## config.mk

```make
export PLATFORM = sky130hd
export DESIGN_NAME = s_curve_pulse_profile
export DESIGN_NICKNAME = d
export VERILOG_FILES = /design/src/rtl/scurve_pkg.sv /design/src/rtl/param_store.sv /design/src/rtl/rate_accum.sv /design/src/rtl/s_curve_pulse_profile.sv
export SDC_FILE = /design/constraint.sdc
export NUM_CORES = 2
export LEC_CHECK = 0
export BUFFER_PORTS_ARGS = -buffer_cell sky130_fd_sc_hd__buf_2
export CAP_MARGIN = 20
export CORE_MARGIN = 1.5
export CORE_UTILIZATION = 40
export DETAILED_ROUTE_END_ITERATION = 10
export GPL_TIMING_DRIVEN = 0
export PLACE_DENSITY = 0.66
export REMOVE_ABC_BUFFERS = 1
export SYNTH_ARGS = -nofsm -noshare
export SYNTH_HDL_FRONTEND = slang
export SYNTH_SLANG_ARGS = --single-unit
```

## constraint.sdc

```tcl
create_clock -name clk_i -period 4.8 [get_ports clk_i]
set_input_delay 0.24 -clock clk_i [delete_from_list [all_inputs] [get_ports clk_i]]
set_output_delay 0.24 -clock clk_i [all_outputs]
set_load 0.1 [all_outputs]
```

## src/rtl/scurve_pkg.sv

```systemverilog
// Shared constants and types for the S-curve pulse profile block
package scurve_pkg;

  // ****************************************
  // Widths
  // ****************************************
  localparam int ADR_W = 6;
  localparam int DAT_W = 32;
  localparam int SPD_W = 16;
  localparam int ACC_W = 14;
  localparam int JRK_W = 16;
  localparam int PCNT_W = 32;
  localparam int PRM_AW = 3;
  localparam int PRM_N = 8;

  // ****************************************
  // Register byte offsets
  // ****************************************
  localparam logic [ADR_W-1:0] OFS_MODE = 6'h00;
  localparam logic [ADR_W-1:0] OFS_CMD = 6'h04;
  localparam logic [ADR_W-1:0] OFS_STAT = 6'h08;
  localparam logic [ADR_W-1:0] OFS_SPEED = 6'h0C;
  localparam logic [ADR_W-1:0] OFS_PCNT = 6'h10;
  // Address bit that selects the parameter block at 20h..3Ch
  localparam int PRM_SEL_BIT = 5;
  localparam int PRM_IDX_LSB = 2;

  // Parameter slots in the parameter block
  localparam logic [PRM_AW-1:0] PI_JERK_ACC = 3'h0;
  localparam logic [PRM_AW-1:0] PI_JERK_DEC = 3'h1;
  localparam logic [PRM_AW-1:0] PI_ACC = 3'h2;
  localparam logic [PRM_AW-1:0] PI_DEC = 3'h3;
  localparam logic [PRM_AW-1:0] PI_START = 3'h4;
  localparam logic [PRM_AW-1:0] PI_DRIVE = 3'h5;
  localparam logic [PRM_AW-1:0] PI_PULSES = 3'h6;
  localparam logic [PRM_AW-1:0] PI_DPOINT = 3'h7;

  // ****************************************
  // Mode, command and status fields
  // ****************************************
  localparam logic [2:0] MODE_RST = 3'h0;
  localparam logic [2:0] MODE_ASYM = 3'h7;
  localparam int CMD_W = 6;
  localparam logic [1:0] KIND_LINEAR = 2'h0;
  localparam logic [1:0] KIND_CIRC = 2'h1;
  localparam logic [1:0] KIND_BITPAT = 2'h2;
  localparam logic [1:0] KIND_CONTIN = 2'h3;
  localparam int STAT_BUSY = 0;
  localparam int STAT_ACC = 1;
  localparam int STAT_DEC = 2;
  localparam int STAT_SCRV = 3;
  localparam int STAT_STOP = 4;
  localparam int STAT_A_LSB = 16;

  // Rate scaling; jerk rate is JERK_CONST / code x magnification
  localparam int ACC_LIMIT = 16384;
  localparam int PULSE_LIMIT = 65536;
  localparam int JERK_CONST = 62_500_000;

  // Mode bits: bit 2 S-curve, bit 1 separate decel, bit 0 manual
  typedef struct packed {
    logic scurve;
    logic sepdec;
    logic manual;
  } mode_t;

  // Command word: bits 5:4 drive kind, 3 dir, 2 stop, 1 cont, 0 fixed
  typedef struct packed {
    logic [1:0] kind;
    logic dir;
    logic stop;
    logic cont;
    logic fixed;
  } cmd_t;

  typedef struct packed {
    logic en;
    logic [PRM_AW-1:0] addr;
    logic [DAT_W-1:0] data;
  } prm_wr_t;

endpackage

```

## src/rtl/param_store.sv

```systemverilog
// Small parameter memory with registered read data
`timescale 1ns/10ps
module param_store
  import scurve_pkg::*;
#(
  parameter int DEPTH = PRM_N
) (
  input wire logic clk_i,
  input wire logic rst_i,
  input wire prm_wr_t wr_i,
  input wire logic [PRM_AW-1:0] rd_addr_i,
  output logic [DAT_W-1:0] rd_data_o
);

  logic [DAT_W-1:0] mem_q [DEPTH];

  // Write port; cleared at reset so a drive never starts on junk
  always_ff @(posedge clk_i) begin
    if (rst_i) begin
      for (int i = 0; i < DEPTH; i++) begin
        mem_q[i] <= '0;
      end
    end else if (wr_i.en) begin
      mem_q[wr_i.addr] <= wr_i.data;
    end
  end

  // Registered read port
  always_ff @(posedge clk_i) begin
    if (rst_i) begin
      rd_data_o <= '0;
    end else begin
      rd_data_o <= mem_q[rd_addr_i];
    end
  end
endmodule

```

## src/rtl/rate_accum.sv

```systemverilog
// Fractional rate accumulator that emits one tick per overflow
`timescale 1ns/10ps
module rate_accum #(
  parameter int W = 16,
  parameter int LIMIT = 65536
) (
  input wire logic clk_i,
  input wire logic rst_i,
  input wire logic clr_i,
  input wire logic [W-1:0] add_i,
  output logic tick_o
);

  localparam int AW = $clog2(LIMIT) + 1;
  localparam int SW = AW + W;
  localparam logic [SW-1:0] LIM = SW'(LIMIT);

  logic [AW-1:0] acc_q;
  logic [SW-1:0] sum;

  // Add must stay below LIMIT, otherwise ticks are lost
  assign sum = SW'(acc_q) + SW'(add_i);

  always_ff @(posedge clk_i) begin
    if (rst_i || clr_i) begin
      acc_q <= '0;
    end else if (sum >= LIM) begin
      acc_q <= AW'(sum - LIM);
    end else begin
      acc_q <= AW'(sum);
    end
  end

  // Registered tick, one cycle per overflow
  always_ff @(posedge clk_i) begin
    if (rst_i) begin
      tick_o <= 1'b0;
    end else begin
      tick_o <= !clr_i && (sum >= LIM);
    end
  end
endmodule

```

## src/rtl/s_curve_pulse_profile.sv

```systemverilog
// S-curve drive pulse profile generator with a Wishbone register slave
//
// The Wishbone slave port and the placing of the registers were decided locally.
`timescale 1ns/10ps

module s_curve_pulse_profile
  import scurve_pkg::*;
#(
  parameter int ACCEL_DIV = ACC_LIMIT,
  parameter int PULSE_DIV = PULSE_LIMIT
) (
  input wire logic clk_i,
  input wire logic rst_i,
  input wire logic wb_cyc_i,
  input wire logic wb_stb_i,
  input wire logic wb_we_i,
  input wire logic [3:0] wb_sel_i,
  input wire logic [ADR_W-1:0] wb_adr_i,
  input wire logic [DAT_W-1:0] wb_dat_i,
  output logic [DAT_W-1:0] wb_dat_o,
  output logic wb_ack_o,
  output logic drive_pulse_o,
  output logic drive_dir_o,
  output logic busy_o
);

  typedef enum logic [3:0] {
    ST_IDLE, ST_LOAD, ST_ACC_UP, ST_ACC_HOLD, ST_ACC_DOWN,
    ST_CRUISE, ST_DEC_UP, ST_DEC_HOLD, ST_DEC_DOWN, ST_FLOOR
  } state_t;

  state_t st_q;
  mode_t mode_q, run_mode_q;
  cmd_t cmd;
  prm_wr_t prm_wr;
  logic fixed_q, dir_q, stop_pend_q, ack_q, wait_q, ld_vld_q;
  logic [1:0] kind_q;
  logic [JRK_W-1:0] jerk_acc_q, jerk_dec_q, jerk_sel, jcnt_q;
  logic [ACC_W-1:0] acc_max_q, dec_max_q, dec_lim, a_q;
  logic [SPD_W-1:0] start_q, drive_q, speed_q, gain_q;
  logic [PCNT_W-1:0] pulses_q, dpoint_q, pcnt_q, pacc_q;
  logic [PRM_AW-1:0] ld_idx_q, ld_dst_q, rd_addr;
  logic [DAT_W-1:0] prm_rd, rdata;
  logic req, wr_fire, is_prm, cmd_fire, running, accel_ph, decel_ph;
  logic s_on, sep, jerk_step, spd_tick, pls_tick, fin, dec_go, want_dec;
  logic near_top, near_floor;

  // ****************************************
  // Wishbone slave
  // ****************************************
  assign req = wb_cyc_i && wb_stb_i;
  assign is_prm = wb_adr_i[PRM_SEL_BIT];
  // Writes land at the edge where the master sees ack
  assign wr_fire = req && wb_we_i && ack_q;
  assign cmd = cmd_t'(wb_dat_i[CMD_W-1:0]);
  assign cmd_fire = wr_fire && !is_prm && wb_adr_i == OFS_CMD && wb_sel_i[0];
  assign wb_ack_o = ack_q;

  // One wait cycle covers the memory read latency; parameter loading holds the bus off
  always_ff @(posedge clk_i) begin
    if (rst_i || ack_q) begin
      wait_q <= 1'b0;
    end else if (req && st_q != ST_LOAD) begin
      wait_q <= 1'b1;
    end
  end

  always_ff @(posedge clk_i) begin
    if (rst_i) begin
      ack_q <= 1'b0;
    end else begin
      ack_q <= req && wait_q && !ack_q;
    end
  end

  // Read mux; mode and command are write-only and read as zero
  always_comb begin
    rdata = '0;
    if (is_prm) begin
      rdata = prm_rd;
    end else if (wb_adr_i == OFS_STAT) begin
      rdata[STAT_BUSY] = st_q != ST_IDLE;
      rdata[STAT_ACC] = accel_ph;
      rdata[STAT_DEC] = decel_ph;
      rdata[STAT_SCRV] = s_on && running;
      rdata[STAT_STOP] = stop_pend_q;
      rdata[STAT_A_LSB +: ACC_W] = a_q;
    end else if (wb_adr_i == OFS_SPEED) begin
      rdata[SPD_W-1:0] = speed_q;
    end else if (wb_adr_i == OFS_PCNT) begin
      rdata = pcnt_q;
    end
  end

  always_ff @(posedge clk_i) begin
    if (rst_i) begin
      wb_dat_o <= '0;
    end else if (req && wait_q && !ack_q) begin
      wb_dat_o <= rdata;
    end
  end

  // Mode register; bit layout decides symmetric or asymmetric drive
  always_ff @(posedge clk_i) begin
    if (rst_i) begin
      mode_q <= mode_t'(MODE_RST);
    end else if (wr_fire && !is_prm && wb_adr_i == OFS_MODE && wb_sel_i[0]) begin
      mode_q <= mode_t'(wb_dat_i[2:0]);
    end
  end

  // ****************************************
  // Parameter store and load sequence
  // ****************************************
  // Parameter words need all four byte lanes; partial writes are dropped
  assign prm_wr = '{en: wr_fire && is_prm && (&wb_sel_i),
                    addr: wb_adr_i[PRM_IDX_LSB +: PRM_AW], data: wb_dat_i};
  assign rd_addr = (st_q == ST_LOAD) ? ld_idx_q : wb_adr_i[PRM_IDX_LSB +: PRM_AW];

  param_store #(.DEPTH(PRM_N)) u_store (
    .clk_i(clk_i),
    .rst_i(rst_i),
    .wr_i(prm_wr),
    .rd_addr_i(rd_addr),
    .rd_data_o(prm_rd)
  );

  // Walk all slots once; the working copies stay fixed for the drive
  always_ff @(posedge clk_i) begin
    if (rst_i || st_q != ST_LOAD) begin
      ld_idx_q <= '0;
      ld_vld_q <= 1'b0;
      ld_dst_q <= '0;
    end else begin
      ld_idx_q <= ld_idx_q + PRM_AW'(1);
      ld_vld_q <= 1'b1;
      ld_dst_q <= ld_idx_q;
    end
  end

  always_ff @(posedge clk_i) begin
    if (rst_i) begin
      jerk_acc_q <= '0;
      jerk_dec_q <= '0;
      acc_max_q <= '0;
      dec_max_q <= '0;
      start_q <= '0;
      drive_q <= '0;
      pulses_q <= '0;
      dpoint_q <= '0;
    end else if (st_q == ST_LOAD && ld_vld_q) begin
      unique case (ld_dst_q)
        PI_JERK_ACC: jerk_acc_q <= prm_rd[JRK_W-1:0];
        PI_JERK_DEC: jerk_dec_q <= prm_rd[JRK_W-1:0];
        PI_ACC: acc_max_q <= prm_rd[ACC_W-1:0];
        PI_DEC: dec_max_q <= prm_rd[ACC_W-1:0];
        PI_START: start_q <= prm_rd[SPD_W-1:0];
        PI_DRIVE: drive_q <= prm_rd[SPD_W-1:0];
        PI_PULSES: pulses_q <= prm_rd;
        PI_DPOINT: dpoint_q <= prm_rd;
      endcase
    end
  end

  // Drive command capture; fixed wins when both start bits are set
  always_ff @(posedge clk_i) begin
    if (rst_i) begin
      fixed_q <= 1'b0;
      dir_q <= 1'b0;
      kind_q <= KIND_LINEAR;
      run_mode_q <= mode_t'(MODE_RST);
    end else if (st_q == ST_IDLE && cmd_fire && (cmd.fixed || cmd.cont)) begin
      fixed_q <= cmd.fixed;
      dir_q <= cmd.dir;
      kind_q <= cmd.kind;
      run_mode_q <= mode_q;
    end
  end

  // A stop is held until the drive ends; ignored while idle
  always_ff @(posedge clk_i) begin
    if (rst_i || st_q == ST_IDLE) begin
      stop_pend_q <= 1'b0;
    end else if (cmd_fire && cmd.stop) begin
      stop_pend_q <= 1'b1;
    end
  end

  // ****************************************
  // Profile decode
  // ****************************************
  assign running = st_q != ST_IDLE && st_q != ST_LOAD;
  assign accel_ph = st_q inside {ST_ACC_UP, ST_ACC_HOLD, ST_ACC_DOWN};
  assign decel_ph = st_q inside {ST_DEC_UP, ST_DEC_HOLD, ST_DEC_DOWN};
  assign s_on = run_mode_q.scurve && kind_q == KIND_LINEAR;
  assign sep = run_mode_q.sepdec;
  assign jerk_sel = (decel_ph && sep) ? jerk_dec_q : jerk_acc_q;
  assign dec_lim = sep ? dec_max_q : acc_max_q;
  assign jerk_step = running && jcnt_q >= jerk_sel;
  assign fin = fixed_q && pls_tick && running && (pcnt_q + PCNT_W'(1) == pulses_q);
  // Manual point or symmetric mirror of acceleration pulses; never in continuous drive
  assign dec_go = fixed_q && (run_mode_q.manual ? pcnt_q >= dpoint_q :
                  pulses_q - pcnt_q <= pacc_q);
  assign want_dec = dec_go || stop_pend_q;
  // Speed still to gain or lose is compared with what the jerk ramp took
  assign near_top = speed_q >= drive_q || drive_q - speed_q <= gain_q;
  assign near_floor = speed_q <= start_q || speed_q - start_q <= gain_q;
  assign busy_o = st_q != ST_IDLE;

  // ****************************************
  // Profile state machine
  // ****************************************
  always_ff @(posedge clk_i) begin
    if (rst_i) begin
      st_q <= ST_IDLE;
    end else if (fin) begin
      st_q <= ST_IDLE;
    end else begin
      unique case (st_q)
        ST_IDLE: if (cmd_fire && (cmd.fixed || cmd.cont)) begin
          st_q <= ST_LOAD;
        end
        ST_LOAD: if (ld_vld_q && ld_dst_q == PI_DPOINT) begin
          if (fixed_q && pulses_q == '0) begin
            st_q <= ST_IDLE;
          end else begin
            st_q <= s_on ? ST_ACC_UP : ST_ACC_HOLD;
          end
        end
        ST_ACC_UP: if (want_dec || near_top) begin
          st_q <= ST_ACC_DOWN;
        end else if (a_q >= acc_max_q) begin
          st_q <= ST_ACC_HOLD;
        end
        ST_ACC_HOLD: if (!s_on) begin
          if (want_dec) begin
            st_q <= ST_DEC_HOLD;
          end else if (speed_q >= drive_q) begin
            st_q <= ST_CRUISE;
          end
        end else if (want_dec || near_top) begin
          st_q <= ST_ACC_DOWN;
        end
        ST_ACC_DOWN: if (a_q == '0) begin
          st_q <= want_dec ? ST_DEC_UP : ST_CRUISE;
        end
        ST_CRUISE: if (want_dec) begin
          st_q <= s_on ? ST_DEC_UP : ST_DEC_HOLD;
        end
        ST_DEC_UP: if (near_floor) begin
          st_q <= ST_DEC_DOWN;
        end else if (a_q >= dec_lim) begin
          st_q <= ST_DEC_HOLD;
        end
        ST_DEC_HOLD: if (!s_on) begin
          if (speed_q <= start_q) begin
            st_q <= ST_FLOOR;
          end
        end else if (near_floor) begin
          st_q <= ST_DEC_DOWN;
        end
        ST_DEC_DOWN: if (a_q == '0) begin
          st_q <= ST_FLOOR;
        end
        // Fixed drive runs out its remaining pulses at start speed
        ST_FLOOR: if (!fixed_q) begin
          st_q <= ST_IDLE;
        end
      endcase
    end
  end

  // Jerk divider: one acceleration step every code plus one cycles
  always_ff @(posedge clk_i) begin
    if (rst_i || !running || jerk_step) begin
      jcnt_q <= '0;
    end else begin
      jcnt_q <= jcnt_q + JRK_W'(1);
    end
  end

  // Acceleration value; linear holds jump straight to the limit
  always_ff @(posedge clk_i) begin
    if (rst_i) begin
      a_q <= '0;
    end else begin
      unique case (st_q)
        ST_ACC_UP: if (jerk_step && a_q < acc_max_q) begin
          a_q <= a_q + ACC_W'(1);
        end
        ST_DEC_UP: if (jerk_step && a_q < dec_lim) begin
          a_q <= a_q + ACC_W'(1);
        end
        ST_ACC_DOWN, ST_DEC_DOWN: if (jerk_step && a_q != '0) begin
          a_q <= a_q - ACC_W'(1);
        end
        ST_ACC_HOLD: if (!s_on) begin
          a_q <= acc_max_q;
        end
        ST_DEC_HOLD: if (!s_on) begin
          a_q <= dec_lim;
        end
        ST_IDLE, ST_LOAD, ST_CRUISE, ST_FLOOR: a_q <= '0;
      endcase
    end
  end

  rate_accum #(.W(ACC_W), .LIMIT(ACCEL_DIV)) u_speed_acc (
    .clk_i(clk_i),
    .rst_i(rst_i),
    .clr_i(!running),
    .add_i(a_q),
    .tick_o(spd_tick)
  );

  // Speed moves one unit per accumulator overflow, clamped to start and drive
  always_ff @(posedge clk_i) begin
    if (rst_i || st_q == ST_IDLE) begin
      speed_q <= '0;
    end else if (st_q == ST_LOAD || st_q == ST_FLOOR) begin
      speed_q <= start_q;
    end else if (st_q == ST_CRUISE) begin
      speed_q <= drive_q;
    end else if (spd_tick && accel_ph && speed_q < drive_q) begin
      speed_q <= speed_q + SPD_W'(1);
    end else if (spd_tick && decel_ph && speed_q > start_q) begin
      speed_q <= speed_q - SPD_W'(1);
    end
  end

  // Speed gained in the jerk-up phase sizes the matching ramp-down
  always_ff @(posedge clk_i) begin
    if (rst_i || !running || st_q == ST_CRUISE || (st_q == ST_ACC_DOWN && a_q == '0)) begin
      gain_q <= '0;
    end else if (spd_tick && (st_q == ST_ACC_UP || st_q == ST_DEC_UP)) begin
      gain_q <= gain_q + SPD_W'(1);
    end
  end

  rate_accum #(.W(SPD_W), .LIMIT(PULSE_DIV)) u_pulse_acc (
    .clk_i(clk_i),
    .rst_i(rst_i),
    .clr_i(!running),
    .add_i(speed_q),
    .tick_o(pls_tick)
  );

  // Output and acceleration pulse counters
  always_ff @(posedge clk_i) begin
    if (rst_i || st_q == ST_LOAD) begin
      pcnt_q <= '0;
      pacc_q <= '0;
    end else if (pls_tick && running) begin
      pcnt_q <= pcnt_q + PCNT_W'(1);
      pacc_q <= accel_ph ? pacc_q + PCNT_W'(1) : pacc_q;
    end
  end

  always_ff @(posedge clk_i) begin
    if (rst_i) begin
      drive_pulse_o <= 1'b0;
      drive_dir_o <= 1'b0;
    end else begin
      drive_pulse_o <= pls_tick && running;
      drive_dir_o <= dir_q;
    end
  end
endmodule

```

==> impl_metrics.yaml <==
outcome:
  status: "complete, but fails checks"
  violations: "negative setup slack"
drt:
  wl_mm: 106
  routedWlPerCell_um: 19.9
  dr.first_iter.drc_count: 2589
  antenna_left: 0
  dr.pass1.iters: 5
  drcViolationCount: 0
  viasPerCell: 5.52
  num_vias: 29300
timing:
  worst_slack_ns: -0.314
  fmax_mhz: 196
  worst_slew_pin_slew_ns: 1.22
  rsz0062_at_grt: "yes"
  finalSetupTns_ns: -1.19
  finalClockSkew_ns: 0.0849
  slew_headroom_pct: 18.1
  finalHoldViolCount: 0
  finalCritPeriodShare_pct: 107
  slew_violations: 0
  finalSetupViolCount: 5
  fin_crit_ns: 5.11
clock_network:
  cts.sink_count: 662
  clockRootBuffer: "clkbuf_16"
  clk_latency_ns: 0.68
  htreeDepth: 3
  cts_inserted_buffers: 74
  cts_tree: "built"
  clock_path_buffers: 3
  clk_pin_slew_ns: 0.06
synthesis:
  async_flop_share_pct: 0
  ys_seq_area_share_pct: 42.8
  yosysWarnings: 0
  yosysUniqueCellTypes: 94
  syn_area_um2: 36900
  synth_cells: 3958
  ys_ff_latch: 662
  synth_edf_count: 256
  synth.avg_cell_area_um2: 9.33
  synth_flop_cell: "dfxtp_1"
worst_hold_path:
  min_to: "wb_dat_o[29]"
  min_from: "wb_adr_i[5]"
  worstHoldPathCells: 5
  hold_class: "in -> reg"
critical_path:
  path_max_fanout: 3
  cp_data_required_time_ns: 5.39
  critical-path-top-delay-family: "compound AO/OA/AOI/OAI gates"
  path_buf_inv: 1
  max_stage_delay_ns: 0.54
  critical_path_class: "reg -> reg"
  r2r-start: "pcnt_q[1]"
  crit_path_end_kind: "flip-flop"
  rr_worst_depth: 22
  path_common_cell: "a21o_1"
  r2r-end: "st_q[2]"
  cp_data_arrival_time_ns: 5.71
  slowest_stage: "or4_4"
  r2r_slack_ns: -0.31
  critPathLaunchType: "flip-flop"
  crit_chain: "inv_2 > ha_4 > nor2b_4 > o31a_1 > o41a_1 > o31ai_4 > o211ai_1 > a31oi_1 > a211o_1 > o21bai_1 > a21oi_1 > xnor2_1 > ha_1 > a21o_1 > a21o_1 > a21oi_2 > o221ai_2 > a221o_2 > a32oi_4 > o221ai_4 > or4_4 > a21boi_2"
run:
  maxCapViolations: 0
placement:
  port_buffers: 82
  globalplace.congestion: 0.931
  placed_area_um2: 38900
  pre_cts_ws_ns: -1.73
  dp_hpwl_mm: 72.0
final_layout:
  finalInstanceArea_um2: 42900
  syn_to_final_growth_pct: 16.2
  n_fill_cell: 8493
  post-route-util_pct: 46.9
  drive_gt1_share_pct: 12.7
  final_nets: 4381
power:
  power_per_cell_area_nw_per_um2: 398
  leakage_nw: 16.4
  worst_ir_drop_vdd_mv: 0.345
global_route:
  grt_pass1_vias: 28000
  grt_max_degree: 112
  grt_pass1_wl_mm: 163
  grt_usage_pct: 22.1
  antenna_found_initial: 1
  grt-ovfl-total: 0
floorplanning:
  die_x_um: 307
  initial_utilization_pct: 40.3
  fp.coreArea_um2: 91500
  dieHeight_um: 307
  die_area_um2: 94100
  row_count: 111
  io_pins: 83
==> cells in the mapped netlist (21+ instances only) <==
cell type	number	area [um2]
o211ai_1	35	263
and2_1	267	1670
nand3_1	62	310
o21ai_0	108	541
clkbuf_1	157	589
nor3_1	69	345
nand2b_1	22	138
a21o_1	68	510
xor2_1	46	403
nand4_1	50	313
mux2i_1	70	701
and3_1	30	188
inv_1	212	796
xnor2_1	172	1510
o21a_1	21	158
nand2_1	564	2120
a21oi_1	348	1740
a22oi_1	26	195
ha_1	264	3300
edfxtp_1	256	7690
mux4_2	64	1440
nor2_1	300	1130
or3_1	26	163
nor2b_1	25	156
dfxtp_1	406	8130
nor4_1	27	169
==> power by group <==
group | internal, W | switching [W]
logic | 0.00208 | 0.00278
registers | 0.00599 | 0.000329
clock network | 0.00340 | 0.00250
==> sequential cells by signal, summed over array words and instances, names as in the netlist, 3 cells and up <==
| signal | cells |
|---|---|
| u_store.mem_q | 256 |
| dpoint_q | 32 |
| pacc_q | 32 |
| pcnt_q | 32 |
| pulses_q | 32 |
| u_store.rd_data_o | 32 |
| wb_dat_o | 32 |
| u_pulse_acc.acc_q | 17 |
| drive_q | 16 |
| gain_q | 16 |
| jcnt_q | 16 |
| jerk_acc_q | 16 |
| jerk_dec_q | 16 |
| speed_q | 16 |
| start_q | 16 |
| u_speed_acc.acc_q | 15 |
| a_q | 14 |
| acc_max_q | 14 |
| dec_max_q | 14 |
| st_q | 4 |
| ld_dst_q | 3 |
| ld_idx_q | 3 |
| mode_q | 3 |
==> cell type report <==
class | instances | area, um2 | share of cell area (%)
tap | 1186 | 1480 | 3.46
multi-input combinational | 2903 | 20300 | 47.3
clock buffer | 109 | 2120 | 4.95
sequential | 662 | 15900 | 37.0
antenna | 1 | 2.50 | 0.00583
clock inverter | 29 | 442 | 1.03
timing repair buffer | 208 | 1860 | 4.32
inverter | 214 | 810 | 1.89
==> layer usage <==
layer	GRT usage, %	vias to the layer above	part of all wire [%]
li1	-	14100	-
met4	8.06	0	3.7
met2	36.2	978	46
met3	3.18	214	6.3
met1	29.8	14000	44
met5	0	-	0
==> logic make-up after synthesis <==
| logic type | synth area share [%] |
|---|---|
| simple gates | 19.5 |
| compound gates | 13.2 |
| flops | 42.8 |
| buf+inv | 4.13 |
| fa+ha+maj | 9.33 |
| xor+xnor | 5.17 |
| mux | 5.86 |
==> through the flow <==
| stage | hold slack (ns) | cells | power (W) |
|---|---|---|---|
| global placement | 0.441 | 5047 | 0.0106 |
| detailed placement | 0.444 | 5086 | 0.0106 |
| CTS | 0.211 | 5288 | 0.0168 |
| finish | 0.109 | 5312 | 0.0171 |
| floorplan | 0.309 | 3779 | 0.00926 |
| global route | 0.154 | 5312 | 0.0178 |
==> worst min-delay path, cell delays in order <==
cell,delay (ns)
buf_2,0.19
nand2_1,0.09
o21ai_0,0.07
nand2_1,0.07
a21oi_1,0.05
==> placed cells by master (no fill, tap or decap), types with 82 or more instances in the layout <==
master and count:
nor2_1 289, nand2_1 561, o21ai_0 102, a21oi_1 337, ha_1 245, xnor2_1 172, dfxtp_1 376, and2_1 267
inv_1 205, buf_2 82, edfxtp_1 256
==> worst max-delay path by stage <==
stage / start / to / slack [ns] / depth (start not counted)
detailed placement: speed_q[1] / speed_q[15] / -1.73 / 19
CTS: pcnt_q[1] / st_q[2] / -0.29 / 22
finish: pcnt_q[1] / st_q[2] / -0.31 / 22
global placement: st_q[0] / u_store.rd_data_o[21] / -6.38 / 7
floorplan: st_q[0] / u_store.rd_data_o[31] / -2.81 / 7
global route: pcnt_q[1] / st_q[2] / -0.54 / 22
==> what timing repair did <==
action                                 CTS  global route
pin swaps                               38            41
setup buffers                           27            20
endpoints found under the hold margin  252             0
resized for setup                       95            62
setup endpoints to repair               47            41
hold buffers                            37             0
(Power assumes the default switching activity.)
